### config.mk
export PLATFORM = sky130hd
export DESIGN_NAME = fcwp_top
export DESIGN_NICKNAME = d
export VERILOG_FILES = /design/src/hdl/fcwp_pkg.sv /design/src/hdl/fcwp_top.sv /design/src/hdl/fcwp_region_decode.sv /design/src/hdl/fcwp_guard_check.sv
export VERILOG_INCLUDE_DIRS = /design/src /design/src/hdl
export SDC_FILE = /design/constraint.sdc
export NUM_CORES = 1
export LEC_CHECK = 0
export BUFFER_PORTS_ARGS = -buffer_cell sky130_fd_sc_hd__buf_2
export CAP_MARGIN = 20
export CORE_UTILIZATION = 48
export DETAILED_ROUTE_END_ITERATION = 16
export GPL_TIMING_DRIVEN = 0
export PLACE_DENSITY = 0.86
export RECOVER_POWER = 25
export SLEW_MARGIN = 10
export SYNTH_ARGS = -nofsm -noshare
export SYNTH_HDL_FRONTEND = slang
export SYNTH_HIERARCHICAL = 1
export SYNTH_SLANG_ARGS = --single-unit
### constraint.sdc
create_clock -name clk_i -period 4.4 [get_ports clk_i]
set_input_delay 0.22 -clock clk_i [delete_from_list [all_inputs] [get_ports clk_i]]
set_output_delay 0.22 -clock clk_i [all_outputs]
set_load 0.02 [all_outputs]
### src/hdl/fcwp_map.svh
// Offsets, field positions, reset values and region bounds of the protection bytes
`ifndef FCWP_MAP_SVH
`define FCWP_MAP_SVH

// ==========================================
// Register byte offsets
`define FCWP_OFS_CODE_LOW 24'h300008
`define FCWP_OFS_CODE_HIGH 24'h300009
`define FCWP_OFS_WRITE_LOW 24'h30000A
`define FCWP_OFS_WRITE_HIGH 24'h30000B
`define FCWP_OFS_CTRL 24'h300010
`define FCWP_OFS_STATUS 24'h300011

// ==========================================
// Field positions
`define FCWP_BIT_EEPROM 7
`define FCWP_BIT_BOOT 6
`define FCWP_BIT_CFG 5
`define FCWP_BIT_PROG_MODE 0
`define FCWP_BIT_SMALL_MEM 1

// ==========================================
// Implemented bit masks and unprogrammed values
`define FCWP_MASK_LOW 8'h0F
`define FCWP_MASK_SMALL_LOW 8'h03
`define FCWP_MASK_CODE_HIGH 8'hC0
`define FCWP_MASK_WRITE_HIGH 8'hE0
`define FCWP_RESET_LOW 8'h0F
`define FCWP_RESET_CODE_HIGH 8'hC0
`define FCWP_RESET_WRITE_HIGH 8'hE0

// ==========================================
// Region bounds
`define FCWP_BOOT_LAST 24'h0007FF
`define FCWP_BLOCK0_LAST 24'h001FFF
`define FCWP_BLOCK1_LAST 24'h003FFF
`define FCWP_BLOCK2_LAST 24'h005FFF
`define FCWP_BLOCK3_LAST 24'h007FFF
`define FCWP_CFG_FIRST 24'h300000
`define FCWP_CFG_LAST 24'h3000FF

`endif

### src/hdl/fcwp_pkg.sv
// Types shared by the protection configuration block
package fcwp_pkg;
  typedef struct packed {
    logic cyc;
    logic stb;
    logic we;
    logic [3:0] sel;
    logic [23:0] adr;
    logic [31:0] dat;
  } fcwp_wb_req_t;

  typedef struct packed {
    logic ack;
    logic [31:0] dat;
  } fcwp_wb_rsp_t;

  typedef struct packed {
    logic valid;
    logic erase;
    logic eeprom;
    logic [23:0] addr;
    logic [7:0] data;
  } fcwp_mem_req_t;

  typedef struct packed {
    logic [3:0] code_block;
    logic code_boot;
    logic code_eeprom;
    logic [3:0] write_block;
    logic write_boot;
    logic write_eeprom;
    logic config_write_lock;
  } fcwp_guard_t;

  typedef enum logic [2:0] {
    FCWP_REGION_BOOT = 3'h0,
    FCWP_REGION_BLOCK0 = 3'h1,
    FCWP_REGION_BLOCK1 = 3'h2,
    FCWP_REGION_BLOCK2 = 3'h3,
    FCWP_REGION_BLOCK3 = 3'h4,
    FCWP_REGION_CFG = 3'h5,
    FCWP_REGION_EEPROM = 3'h6,
    FCWP_REGION_NONE = 3'h7
  } fcwp_region_t;
endpackage

### src/hdl/fcwp_top.sv
// Protection configuration bytes with Wishbone access and a write/erase gate
//
// Added by the designer: the Wishbone slave port.
`include "fcwp_map.svh"

module fcwp_top (
  input wire logic clk_i,
  input wire logic rst_i,
  input fcwp_pkg::fcwp_wb_req_t wb_req_i,
  output fcwp_pkg::fcwp_wb_rsp_t wb_rsp_o,
  input fcwp_pkg::fcwp_mem_req_t mem_req_i,
  output fcwp_pkg::fcwp_mem_req_t mem_req_o,
  output logic mem_blocked_o,
  output fcwp_pkg::fcwp_guard_t guard_o,
  output logic code_prot_o
);
  import fcwp_pkg::*;

  // ==========================================
  // Storage
  logic [7:0] code_low_q;
  logic [7:0] code_high_q;
  logic [7:0] write_low_q;
  logic [7:0] write_high_q;
  logic prog_mode_q;
  logic small_mem_q;
  logic ack_q;
  logic [31:0] rdat_q;
  logic [7:0] blocked_cnt_q;
  fcwp_mem_req_t mem_req_q;
  logic mem_blocked_q;
  logic code_prot_q;

  // ==========================================
  // Bus decode
  logic bus_hit;
  logic bus_wr;
  logic [7:0] wbyte;
  logic [7:0] low_mask;
  logic [7:0] write_high_mask;

  assign bus_hit = wb_req_i.cyc & wb_req_i.stb & ~ack_q;
  assign bus_wr = bus_hit & wb_req_i.we;

  // Byte lane follows the low address bits so byte-wide masters work
  always_comb begin
    case (wb_req_i.adr[1:0])
      2'h0: wbyte = wb_req_i.dat[7:0];
      2'h1: wbyte = wb_req_i.dat[15:8];
      2'h2: wbyte = wb_req_i.dat[23:16];
      2'h3: wbyte = wb_req_i.dat[31:24];
      default: wbyte = 8'h00;
    endcase
  end

  logic lane_sel;
  assign lane_sel = wb_req_i.sel[wb_req_i.adr[1:0]];

  // Small parts drop blocks 2 and 3 so their bits can never be cleared
  assign low_mask = small_mem_q ? `FCWP_MASK_SMALL_LOW : `FCWP_MASK_LOW;
  // Lock bit joins the clearable set only in Program mode
  assign write_high_mask = prog_mode_q ? `FCWP_MASK_WRITE_HIGH :
                           (`FCWP_MASK_WRITE_HIGH & ~(8'h01 << `FCWP_BIT_CFG));

  // ==========================================
  // Guard bytes: clear-only, AND keeps 1->0 only
  always_ff @(posedge clk_i) begin
    if (rst_i) begin
      code_low_q <= `FCWP_RESET_LOW;
    end else if (bus_wr && lane_sel && wb_req_i.adr == `FCWP_OFS_CODE_LOW) begin
      code_low_q <= code_low_q & (wbyte | ~low_mask);
    end
  end

  always_ff @(posedge clk_i) begin
    if (rst_i) begin
      code_high_q <= `FCWP_RESET_CODE_HIGH;
    end else if (bus_wr && lane_sel && wb_req_i.adr == `FCWP_OFS_CODE_HIGH) begin
      code_high_q <= code_high_q & (wbyte | ~`FCWP_MASK_CODE_HIGH);
    end
  end

  always_ff @(posedge clk_i) begin
    if (rst_i) begin
      write_low_q <= `FCWP_RESET_LOW;
    end else if (bus_wr && lane_sel && wb_req_i.adr == `FCWP_OFS_WRITE_LOW) begin
      write_low_q <= write_low_q & (wbyte | ~low_mask);
    end
  end

  always_ff @(posedge clk_i) begin
    if (rst_i) begin
      write_high_q <= `FCWP_RESET_WRITE_HIGH;
    end else if (bus_wr && lane_sel && wb_req_i.adr == `FCWP_OFS_WRITE_HIGH) begin
      write_high_q <= write_high_q & (wbyte | ~write_high_mask);
    end
  end

  // ==========================================
  // Control register: mode and part size
  always_ff @(posedge clk_i) begin
    if (rst_i) begin
      prog_mode_q <= 1'b0;
      small_mem_q <= 1'b0;
    end else if (bus_wr && lane_sel && wb_req_i.adr == `FCWP_OFS_CTRL) begin
      prog_mode_q <= wbyte[`FCWP_BIT_PROG_MODE];
      small_mem_q <= wbyte[`FCWP_BIT_SMALL_MEM];
    end
  end

  // ==========================================
  // Read path and acknowledge
  logic [7:0] rbyte;
  always_comb begin
    case (wb_req_i.adr)
      `FCWP_OFS_CODE_LOW: rbyte = code_low_q & `FCWP_MASK_LOW;
      `FCWP_OFS_CODE_HIGH: rbyte = code_high_q & `FCWP_MASK_CODE_HIGH;
      `FCWP_OFS_WRITE_LOW: rbyte = write_low_q & `FCWP_MASK_LOW;
      `FCWP_OFS_WRITE_HIGH: rbyte = write_high_q & `FCWP_MASK_WRITE_HIGH;
      `FCWP_OFS_CTRL: rbyte = {6'h00, small_mem_q, prog_mode_q};
      `FCWP_OFS_STATUS: rbyte = blocked_cnt_q;
      default: rbyte = 8'h00;
    endcase
  end

  always_ff @(posedge clk_i) begin
    if (rst_i) begin
      ack_q <= 1'b0;
      rdat_q <= 32'h00000000;
    end else begin
      ack_q <= bus_hit;
      if (bus_hit && !wb_req_i.we) begin
        rdat_q <= {4{rbyte}};
      end
    end
  end

  assign wb_rsp_o.ack = ack_q;
  assign wb_rsp_o.dat = rdat_q;

  // ==========================================
  // Guard bundle for the memory controllers
  fcwp_guard_t guard;
  always_comb begin
    guard.code_block = code_low_q[3:0];
    guard.code_boot = code_high_q[`FCWP_BIT_BOOT];
    guard.code_eeprom = code_high_q[`FCWP_BIT_EEPROM];
    guard.write_block = write_low_q[3:0];
    guard.write_boot = write_high_q[`FCWP_BIT_BOOT];
    guard.write_eeprom = write_high_q[`FCWP_BIT_EEPROM];
    guard.config_write_lock = write_high_q[`FCWP_BIT_CFG];
  end

  fcwp_guard_t guard_q;
  always_ff @(posedge clk_i) begin
    if (rst_i) begin
      guard_q <= '1;
    end else begin
      guard_q <= guard;
    end
  end
  assign guard_o = guard_q;

  // ==========================================
  // Write and erase gate
  fcwp_region_t region;
  logic allow;
  logic code_prot;

  fcwp_region_decode u_decode (
    .addr_i(mem_req_i.addr),
    .eeprom_i(mem_req_i.eeprom),
    .region_o(region)
  );

  fcwp_guard_check u_check (
    .region_i(region),
    .guard_i(guard),
    .allow_o(allow),
    .code_prot_o(code_prot)
  );

  // One cycle of latency; a refused request never reaches the array
  always_ff @(posedge clk_i) begin
    if (rst_i) begin
      mem_req_q <= '0;
      mem_blocked_q <= 1'b0;
      code_prot_q <= 1'b0;
    end else begin
      mem_req_q <= mem_req_i;
      mem_req_q.valid <= mem_req_i.valid & allow;
      mem_blocked_q <= mem_req_i.valid & ~allow;
      code_prot_q <= code_prot;
    end
  end

  // Saturating count of refused requests, cleared by a status write unless a refusal increments it in the same cycle
  always_ff @(posedge clk_i) begin
    if (rst_i) begin
      blocked_cnt_q <= 8'h00;
    end else if (mem_req_i.valid && !allow && blocked_cnt_q != 8'hFF) begin
      blocked_cnt_q <= blocked_cnt_q + 8'h01;
    end else if (bus_wr && lane_sel && wb_req_i.adr == `FCWP_OFS_STATUS) begin
      blocked_cnt_q <= 8'h00;
    end
  end

  assign mem_req_o = mem_req_q;
  assign mem_blocked_o = mem_blocked_q;
  assign code_prot_o = code_prot_q;
endmodule

### src/hdl/fcwp_region_decode.sv
// Address to region decoder for program flash, configuration space and data EEPROM
`include "fcwp_map.svh"

module fcwp_region_decode (
  input wire logic [23:0] addr_i,
  input wire logic eeprom_i,
  output fcwp_pkg::fcwp_region_t region_o
);
  import fcwp_pkg::*;

  always_comb begin
    if (eeprom_i) begin
      region_o = FCWP_REGION_EEPROM;
    end else if (addr_i <= `FCWP_BOOT_LAST) begin
      region_o = FCWP_REGION_BOOT;
    end else if (addr_i <= `FCWP_BLOCK0_LAST) begin
      region_o = FCWP_REGION_BLOCK0;
    end else if (addr_i <= `FCWP_BLOCK1_LAST) begin
      region_o = FCWP_REGION_BLOCK1;
    end else if (addr_i <= `FCWP_BLOCK2_LAST) begin
      region_o = FCWP_REGION_BLOCK2;
    end else if (addr_i <= `FCWP_BLOCK3_LAST) begin
      region_o = FCWP_REGION_BLOCK3;
    end else if (addr_i >= `FCWP_CFG_FIRST && addr_i <= `FCWP_CFG_LAST) begin
      region_o = FCWP_REGION_CFG;
    end else begin
      region_o = FCWP_REGION_NONE;
    end
  end
endmodule

### src/hdl/fcwp_guard_check.sv
// Combinational verdict: is a write or erase to a region allowed by the guard bits
module fcwp_guard_check (
  input fcwp_pkg::fcwp_region_t region_i,
  input fcwp_pkg::fcwp_guard_t guard_i,
  output logic allow_o,
  output logic code_prot_o
);
  import fcwp_pkg::*;

  always_comb begin
    allow_o = 1'b1;
    code_prot_o = 1'b0;
    case (region_i)
      FCWP_REGION_BOOT: begin
        allow_o = guard_i.write_boot;
        code_prot_o = ~guard_i.code_boot;
      end
      FCWP_REGION_BLOCK0: begin
        allow_o = guard_i.write_block[0];
        code_prot_o = ~guard_i.code_block[0];
      end
      FCWP_REGION_BLOCK1: begin
        allow_o = guard_i.write_block[1];
        code_prot_o = ~guard_i.code_block[1];
      end
      FCWP_REGION_BLOCK2: begin
        allow_o = guard_i.write_block[2];
        code_prot_o = ~guard_i.code_block[2];
      end
      FCWP_REGION_BLOCK3: begin
        allow_o = guard_i.write_block[3];
        code_prot_o = ~guard_i.code_block[3];
      end
      FCWP_REGION_CFG: begin
        allow_o = guard_i.config_write_lock;
      end
      FCWP_REGION_EEPROM: begin
        allow_o = guard_i.write_eeprom;
        code_prot_o = ~guard_i.code_eeprom;
      end
      default: begin
        allow_o = 1'b1;
        code_prot_o = 1'b0;
      end
    endcase
  end
endmodule

# ---- After elaboration in Yosys (flattened, before gate mapping)
# Cells that the tools add are included.
dict set report word_totals {
  regBits 125
  wordCells 102
  input_bits 100
  output_inout_bits 83
}
dict set report op_classes {
  order_cmp 8
  n_reduce_logical 16
  bitwise 21
  n_eq_ne 16
  n_addsub 1
  n_mux 17
}
# cell n
set op_table {}
lappend op_table {{24-bit by 22-bit equality test with 1-bit output (second input constant)} 6}
lappend op_table {{24-bit by 15-bit <= comparator with 1-bit output (second input constant)} 2}
lappend op_table {{8-bit case mux with 6 select lines} 1}
lappend op_table {{8-bit AND} 4}
lappend op_table {{8-bit case mux with 4 select lines} 1}
lappend op_table {{24-bit by 22-bit >= comparator with 1-bit output (second input constant)} 1}
lappend op_table {{24-bit by 11-bit <= comparator with 1-bit output (second input constant)} 1}
lappend op_table {{24-bit by 13-bit <= comparator with 1-bit output (second input constant)} 1}
lappend op_table {{24-bit by 14-bit <= comparator with 1-bit output (second input constant)} 1}
lappend op_table {{24-bit by 22-bit <= comparator with 1-bit output (second input constant)} 1}
lappend op_table {{3-bit two-way mux} 6}
lappend op_table {{8-bit two-way mux} 2}
lappend op_table {{8-bit bitwise OR} 2}
lappend op_table {{1-bit logical AND} 11}
lappend op_table {{3-bit equality test (second input constant)} 3}
lappend op_table {{8-bit by 1-bit adder with 8-bit output (second input constant)} 1}
lappend op_table {{8-bit != test (second input constant)} 1}
lappend op_table {{1-bit inverter} 8}
lappend op_table {{4-bit inverter with 8-bit output} 1}
lappend op_table {{8-bit inverter} 1}
lappend op_table {{1-bit case mux with 7 select lines} 1}
lappend op_table {{3-bit by 2-bit equality test with 1-bit output (second input constant)} 2}
lappend op_table {{6-bit two-way mux} 1}
lappend op_table {{1-bit case mux with 6 select lines} 1}
lappend op_table {{13 further kinds} 19}

# ---- Depth between registers and ports, before layout
dict set report logic_depth {
  depth_word 15
  mapped_depth 13
  depth_no_buf 12
}

# ---- By module
# Netlist, hierarchy kept.
# mod area_each_um2 seq_area_each_um2 cells_each n_inst
set modules_own_cells {}
lappend modules_own_cells {fcwp_top 3166.8 1641.6 315 1}
lappend modules_own_cells {fcwp_guard_check 125.1 0.0 14 1}
lappend modules_own_cells {fcwp_region_decode 100.1 0.0 15 1}

# ---- Least setup slack after synthesis
# OpenSTA, ideal clock, no wires.
dict set report synth_path {
  path_kind {input-to-reg}
  from {in mem_req_i[24] in the netlist's numbering}
  to {reg blocked_cnt_q[5]}
  path_buffers 0
  t_required_ps 4268
  setup_time_ps 132
  cell_stages 12
  t_arrival_ps 2289
  slack_ps 1979
  path_cell_list {or4_4 -> nor3_2 -> nand2_1 -> mux2i_1 -> o311ai_0 -> a21o_1 -> nand3b_1 -> inv_1 -> o21ai_0 -> nor2_1 -> o21ai_0 -> o41ai_1}
}
dict set report synth_between {
  elab_cells_between_ends 28
  cone_classes {7 x order compare; 6 x eq/ne; 9 x mux; 6 x reduce/logical}
}
# item line
set synth_rtl {}
lappend synth_rtl {{from (decl)} fcwp_top.sv:11} ;# input fcwp_pkg::fcwp_mem_req_t mem_req_i,
lappend synth_rtl {{24-bit by 15-bit <= comparator with 1-bit output (no source line)} --}
lappend synth_rtl {{3-bit two-way mux} fcwp_region_decode.sv:20} ;# end else if (addr_i <= `FCWP_BLOCK2_LAST) begin
lappend synth_rtl {{3-bit two-way mux} fcwp_region_decode.sv:18} ;# end else if (addr_i <= `FCWP_BLOCK1_LAST) begin
lappend synth_rtl {{3-bit two-way mux} fcwp_region_decode.sv:16} ;# end else if (addr_i <= `FCWP_BLOCK0_LAST) begin
lappend synth_rtl {{3-bit two-way mux (*)} fcwp_region_decode.sv:14} ;# end else if (addr_i <= `FCWP_BOOT_LAST) begin
lappend synth_rtl {{3-bit two-way mux (*)} fcwp_region_decode.sv:12} ;# if (eeprom_i) begin
lappend synth_rtl {{via region[2]} fcwp_top.sv:166} ;# fcwp_region_t region;
lappend synth_rtl {{3-bit equality test (tied with other cells)} fcwp_guard_check.sv:13} ;# case (region_i)
lappend synth_rtl {{1-bit case mux with 7 select lines (*)} fcwp_guard_check.sv:13}
lappend synth_rtl {{via allow} fcwp_top.sv:167} ;# logic allow;
lappend synth_rtl {{1-bit logical NOT (*)} fcwp_top.sv:201} ;# end else if (mem_req_i.valid && !allow && blocked_cnt_q != 8'hFF) begin
lappend synth_rtl {{1-bit logical AND (*) (2 in a row)} fcwp_top.sv:201}
lappend synth_rtl {{8-bit two-way mux / 2-bit nonzero test (equally long branches)} --}
lappend synth_rtl {{to (signal assigned)} fcwp_top.sv:202} ;# blocked_cnt_q <= blocked_cnt_q + 8'h01;
lappend synth_rtl {{to (decl)} fcwp_top.sv:29} ;# logic [7:0] blocked_cnt_q;
# Mark *: on every way through the listed nets, which the timed path passes. The rest lies on a longest branch.
# A chain may end at the register's enable or synchronous reset.

# ---- Worst setup path in the final report
dict set report layout_path {
  from {in mem_req_i[24] in the netlist's numbering}
  to {reg blocked_cnt_q[7]}
}
dict set report layout_between {
  elab_chain_len 15
  elab_cells_between_ends 28
  cone_classes {7 x order compare; 6 x eq/ne; 9 x mux; 6 x reduce/logical}
}
# item line
set layout_rtl {}
lappend layout_rtl {{24-bit by 22-bit >= comparator with 1-bit output (no source line) / 24-bit by 22-bit <= comparator with 1-bit output (equally long branches)} --}
lappend layout_rtl {{1-bit logical AND (no source line)} --}
lappend layout_rtl {{2-bit two-way mux} fcwp_region_decode.sv:24} ;# end else if (addr_i >= `FCWP_CFG_FIRST && addr_i <= `FCWP_CFG_LAST) begin
lappend layout_rtl {{3-bit two-way mux} fcwp_region_decode.sv:22} ;# end else if (addr_i <= `FCWP_BLOCK3_LAST) begin
lappend layout_rtl {{3-bit two-way mux} fcwp_region_decode.sv:20}
lappend layout_rtl {{3-bit two-way mux} fcwp_region_decode.sv:18}
lappend layout_rtl {{3-bit two-way mux} fcwp_region_decode.sv:16}
lappend layout_rtl {{3-bit two-way mux (*)} fcwp_region_decode.sv:14}
lappend layout_rtl {{3-bit two-way mux (*)} fcwp_region_decode.sv:12}
lappend layout_rtl {{via region[1]} fcwp_top.sv:166}
lappend layout_rtl {{3-bit equality test (tied with other cells)} fcwp_guard_check.sv:13}
lappend layout_rtl {{1-bit case mux with 7 select lines (*)} fcwp_guard_check.sv:13}
lappend layout_rtl {{via allow} fcwp_top.sv:167}
lappend layout_rtl {{1-bit logical NOT (*)} fcwp_top.sv:201}
lappend layout_rtl {{1-bit logical AND (*) (2 in a row)} fcwp_top.sv:201}
lappend layout_rtl {{8-bit two-way mux / 2-bit nonzero test (equally long branches)} --}
# Marked as above.

==> run_results.csv <==
group,metric,value,unit
finish,design_area,0.004506,mm²
clock_network,post_cts_buffers,0,
floorplan,fp.dieH,86.07,µm
synthesis,synth_cell_types,57,
synthesis,synthTopCellsByCount,"dfxtp_1 (82), nor2b_1 (36), buf_4 (25), nor2_1 (22), nand2_1 (16)",
hold_path,holdPathStages,2,
placed_design,gp_congestion,0.8701,
sta,tns,0,ns
synthesis,synth_top_area_share,48.40,%
floorplan,num_rows,30,
synthesis,syn_inst,344,
floorplan,die_area,0.007407,mm²
routing,vias_per_cell,5.056,
sta,final-hold-violation-count,0,
sta,fin_crit_sh,63.27,%
clock_network,clk_latency,0.36,ns
clock_network,clockBufferDepth,2,
placed_design,pre_cts_ws,1.379,ns
critical_path,cp-start-kind,"input pin",
grt,grt_use_total,23.49,%
sta,rsz0062_at_grt,"no",
clock_network,clock-sinks,82,
sta,setup_slack,1.616,ns
power_and_ir_drop,pwr-share-clk,35.6,%
grt,grt_max_degree,17,
synthesis,syn_area_per_cell,9.860,µm²
grt,antenna_found_initial,0,
synthesis,yosysTopAreaCell,"dfxtp_1",
placed_design,hpwlAfterDp,6709,µm
power_and_ir_drop,max-vdd-ir-drop,247.0,µV
hold_path,min_path_type,"in -> reg",
synthesis,yosys.cell_count.top_type,"dfxtp_1",
clock_network,cts_hold_buf,0,
hold_path,hold_start,"mem_req_i[8]",
finish,drive_gt1_share,43.62,%
synthesis,ys.flop_type,"dfxtp_1",
power_and_ir_drop,seqPwrFrac,54.1,%
grt,grt_pass1_vias,2855,
power_and_ir_drop,p_total,1413,µW
critical_path,rr_startpoint,"write_high_q[7]",
sta,finClkSkew,0.008362,ns
finish,final_nets,621,
critical_path,endpoint_kind,"flip-flop",
synthesis,ys_top_cells_by_area,"dfxtp_1 (48%), nor2b_1 (6.6%), buf_4 (5.5%), mux2i_1 (3.2%), nor2_1 (2.4%)",
synthesis,synth_fp_nets,445,
critical_path,arrival,3.03,ns
finish,area_growth,32.83,%
critical_path,required,4.65,ns
critical_path,crit_type,"in -> reg",
routing,vias,3140,
clock_network,cts_made_buffers,9,
power_and_ir_drop,p_comb_share,10.3,%
sta,relSlewSlack,50.50,%
grt,overflow,0,
sta,fmax,359.2,MHz
sta,setup_viol,0,
sta,drv_slew,0,
finish,num_antenna_cells,0,
sta,tightestPinTransition,0.7368,ns
power_and_ir_drop,p_int,1039,µW
power_and_ir_drop,power_density,313.5,mW/mm²
clock_network,post_cts_resized,0,
placed_design,placed_cell_area,0.004338,mm²
routing,drtIter0Drc,226,
synthesis,synthArstFlopShare,0,%
synthesis,yosys_warnings,6,
power_and_ir_drop,p_switching,373.8,µW
clock_network,cts_tree,"built",
routing,wire_per_inst,14.03,µm
clock_network,clk_pin_slew,0.09,ns
power_and_ir_drop,switching_share,26.46,%
floorplan,floorplan.initialDensity,49.93,%
clock_network,htree_levels,3,
critical_path,r2r_slack,2.19,ns
floorplan,ios,183,
clock_network,cts-root-buf,"clkbuf_8",
critical_path,worstReg2RegEnd,"blocked_cnt_q[7]",
routing,ant_nets,0,
floorplan,core_area,0.006794,mm²
routing,dr.pass1.iters,5,
synthesis,ys_ff_latch,82,
synthesis,synth_seq_area_share,48.40,%
grt,grt_pass1_wl,13590,µm
synthesis,synth_edf_count,0,
power_and_ir_drop,leakage,0.002080,µW
placed_design,port_buffers,165,
routing,routed_wirelength,8712,µm
sta,whs,0.06316,ns
critical_path,reg2reg_depth,9,
flow_run,max_cap_viol_count,0,
status,status,"finished, final reports clean",
critical_path,crit_fanout,6,
synthesis,synthesis.area,0.003392,mm²
floorplan,fp.dieW,86.07,µm
hold_path,whs_endpoint,"mem_req_o[8]",
sta,period_minus_slack,2.784,ns
routing,drc,0,
-- sequential cells by signal, summed over array words and instances, names as in the netlist, 2 cells and up --
name / flops
code_high_q: 2
guard_o: 13
rdat_q: 8
write_low_q: 4
write_high_q: 3
code_low_q: 4
mem_req_o: 35
blocked_cnt_q: 8
-- cells by family after synthesis --
kind of cell | Yosys count | share of synthesized area [%]
and+or+nand+nor | 134 | 24.16
DFF | 82 | 48.40
AOI/OAI and AO/OA | 60 | 12.14
buffers and inverters | 47 | 8.263
muxes | 17 | 5.902
xor gates and xnor gates | 3 | 0.7748
adders and majority gates | 1 | 0.3688
-- power groups by stage --
stage	Sequential (µW)	Clock, µW	Combinational [µW]
final	764	503	146
after floorplan	804	0	50.7
after global routing	766	546	157
after CTS	764	509	147
after detailed placement	781	0	146
after global placement	781	0	142
-- layer usage --
metal	share of wire, %	wire, µm	track usage [%]
met3	7.4	646	6.641
met4	1.3	114	7.121
met1	41	3562	28.67
met2	50	4388	40.19
met5	0	0	0
-- worst max-delay path by stage --
stage                              from          endpoint  slack (ns)  depth (start not counted)
after global routing      mem_req_i[24]  blocked_cnt_q[7]        1.43                         13
after detailed placement  mem_req_i[24]  blocked_cnt_q[7]        1.38                         13
after global placement    mem_req_i[24]  blocked_cnt_q[5]        1.57                         13
after floorplan           mem_req_i[24]  blocked_cnt_q[5]        1.98                         12
after CTS                 mem_req_i[24]  blocked_cnt_q[7]        1.69                         13
final                     mem_req_i[24]  blocked_cnt_q[7]        1.62                         13
-- area by class of cell --
| type | instances | area [µm²] |
|---|---|---|
| Inverter | 10 | 37.54 |
| Multi-Input combinational cell | 215 | 1470 |
| Sequential cell | 82 | 1642 |
| Buffer | 37 | 242.7 |
| Clock inverter | 7 | 61.31 |
| Clock buffer | 9 | 123.9 |
| Tap cell | 96 | 120.1 |
| Timing Repair Buffer | 165 | 808.3 |
| Fill cell | 595 | 2288 |
-- worst max-delay path, cell delays in order --
cell      delay, ns
buf_2          0.11
or4_4          0.53
nor3_2         0.19
o21ai_1        0.20
o211ai_1       0.23
o311ai_0       0.17
a21o_1         0.24
nand3b_1       0.26
inv_1          0.15
o21ai_0        0.25
a31oi_1        0.27
o21ai_0        0.11
o31ai_1        0.09
-- through the flow --
stage	utilization (%)	instances
global placement	63.85	605
global route	66.32	621
detailed placement	63.85	605
finish	66.32	621
floorplan	-	344
CTS	66.57	621
-- placed cells by master, fill, tap and decap left out, drive strengths merged, types with 6 or more instances in the layout --
cell type | netlist | layout
or2 | 11 | 11
nor2b | 36 | 36
nor4 | 7 | 7
dfxtp | 82 | 82
nand3 | 9 | 9
mux2i | 11 | 11
nand3b | 6 | 6
o21ai | 21 | 21
nand2 | 16 | 16
buf | 31 | 181
nor2 | 22 | 22
inv | 10 | 13
a21boi | 8 | 8
nor3 | 6 | 6
clkbuf | 6 | 30
No activity file was read; power rests on OpenSTA's default activity.
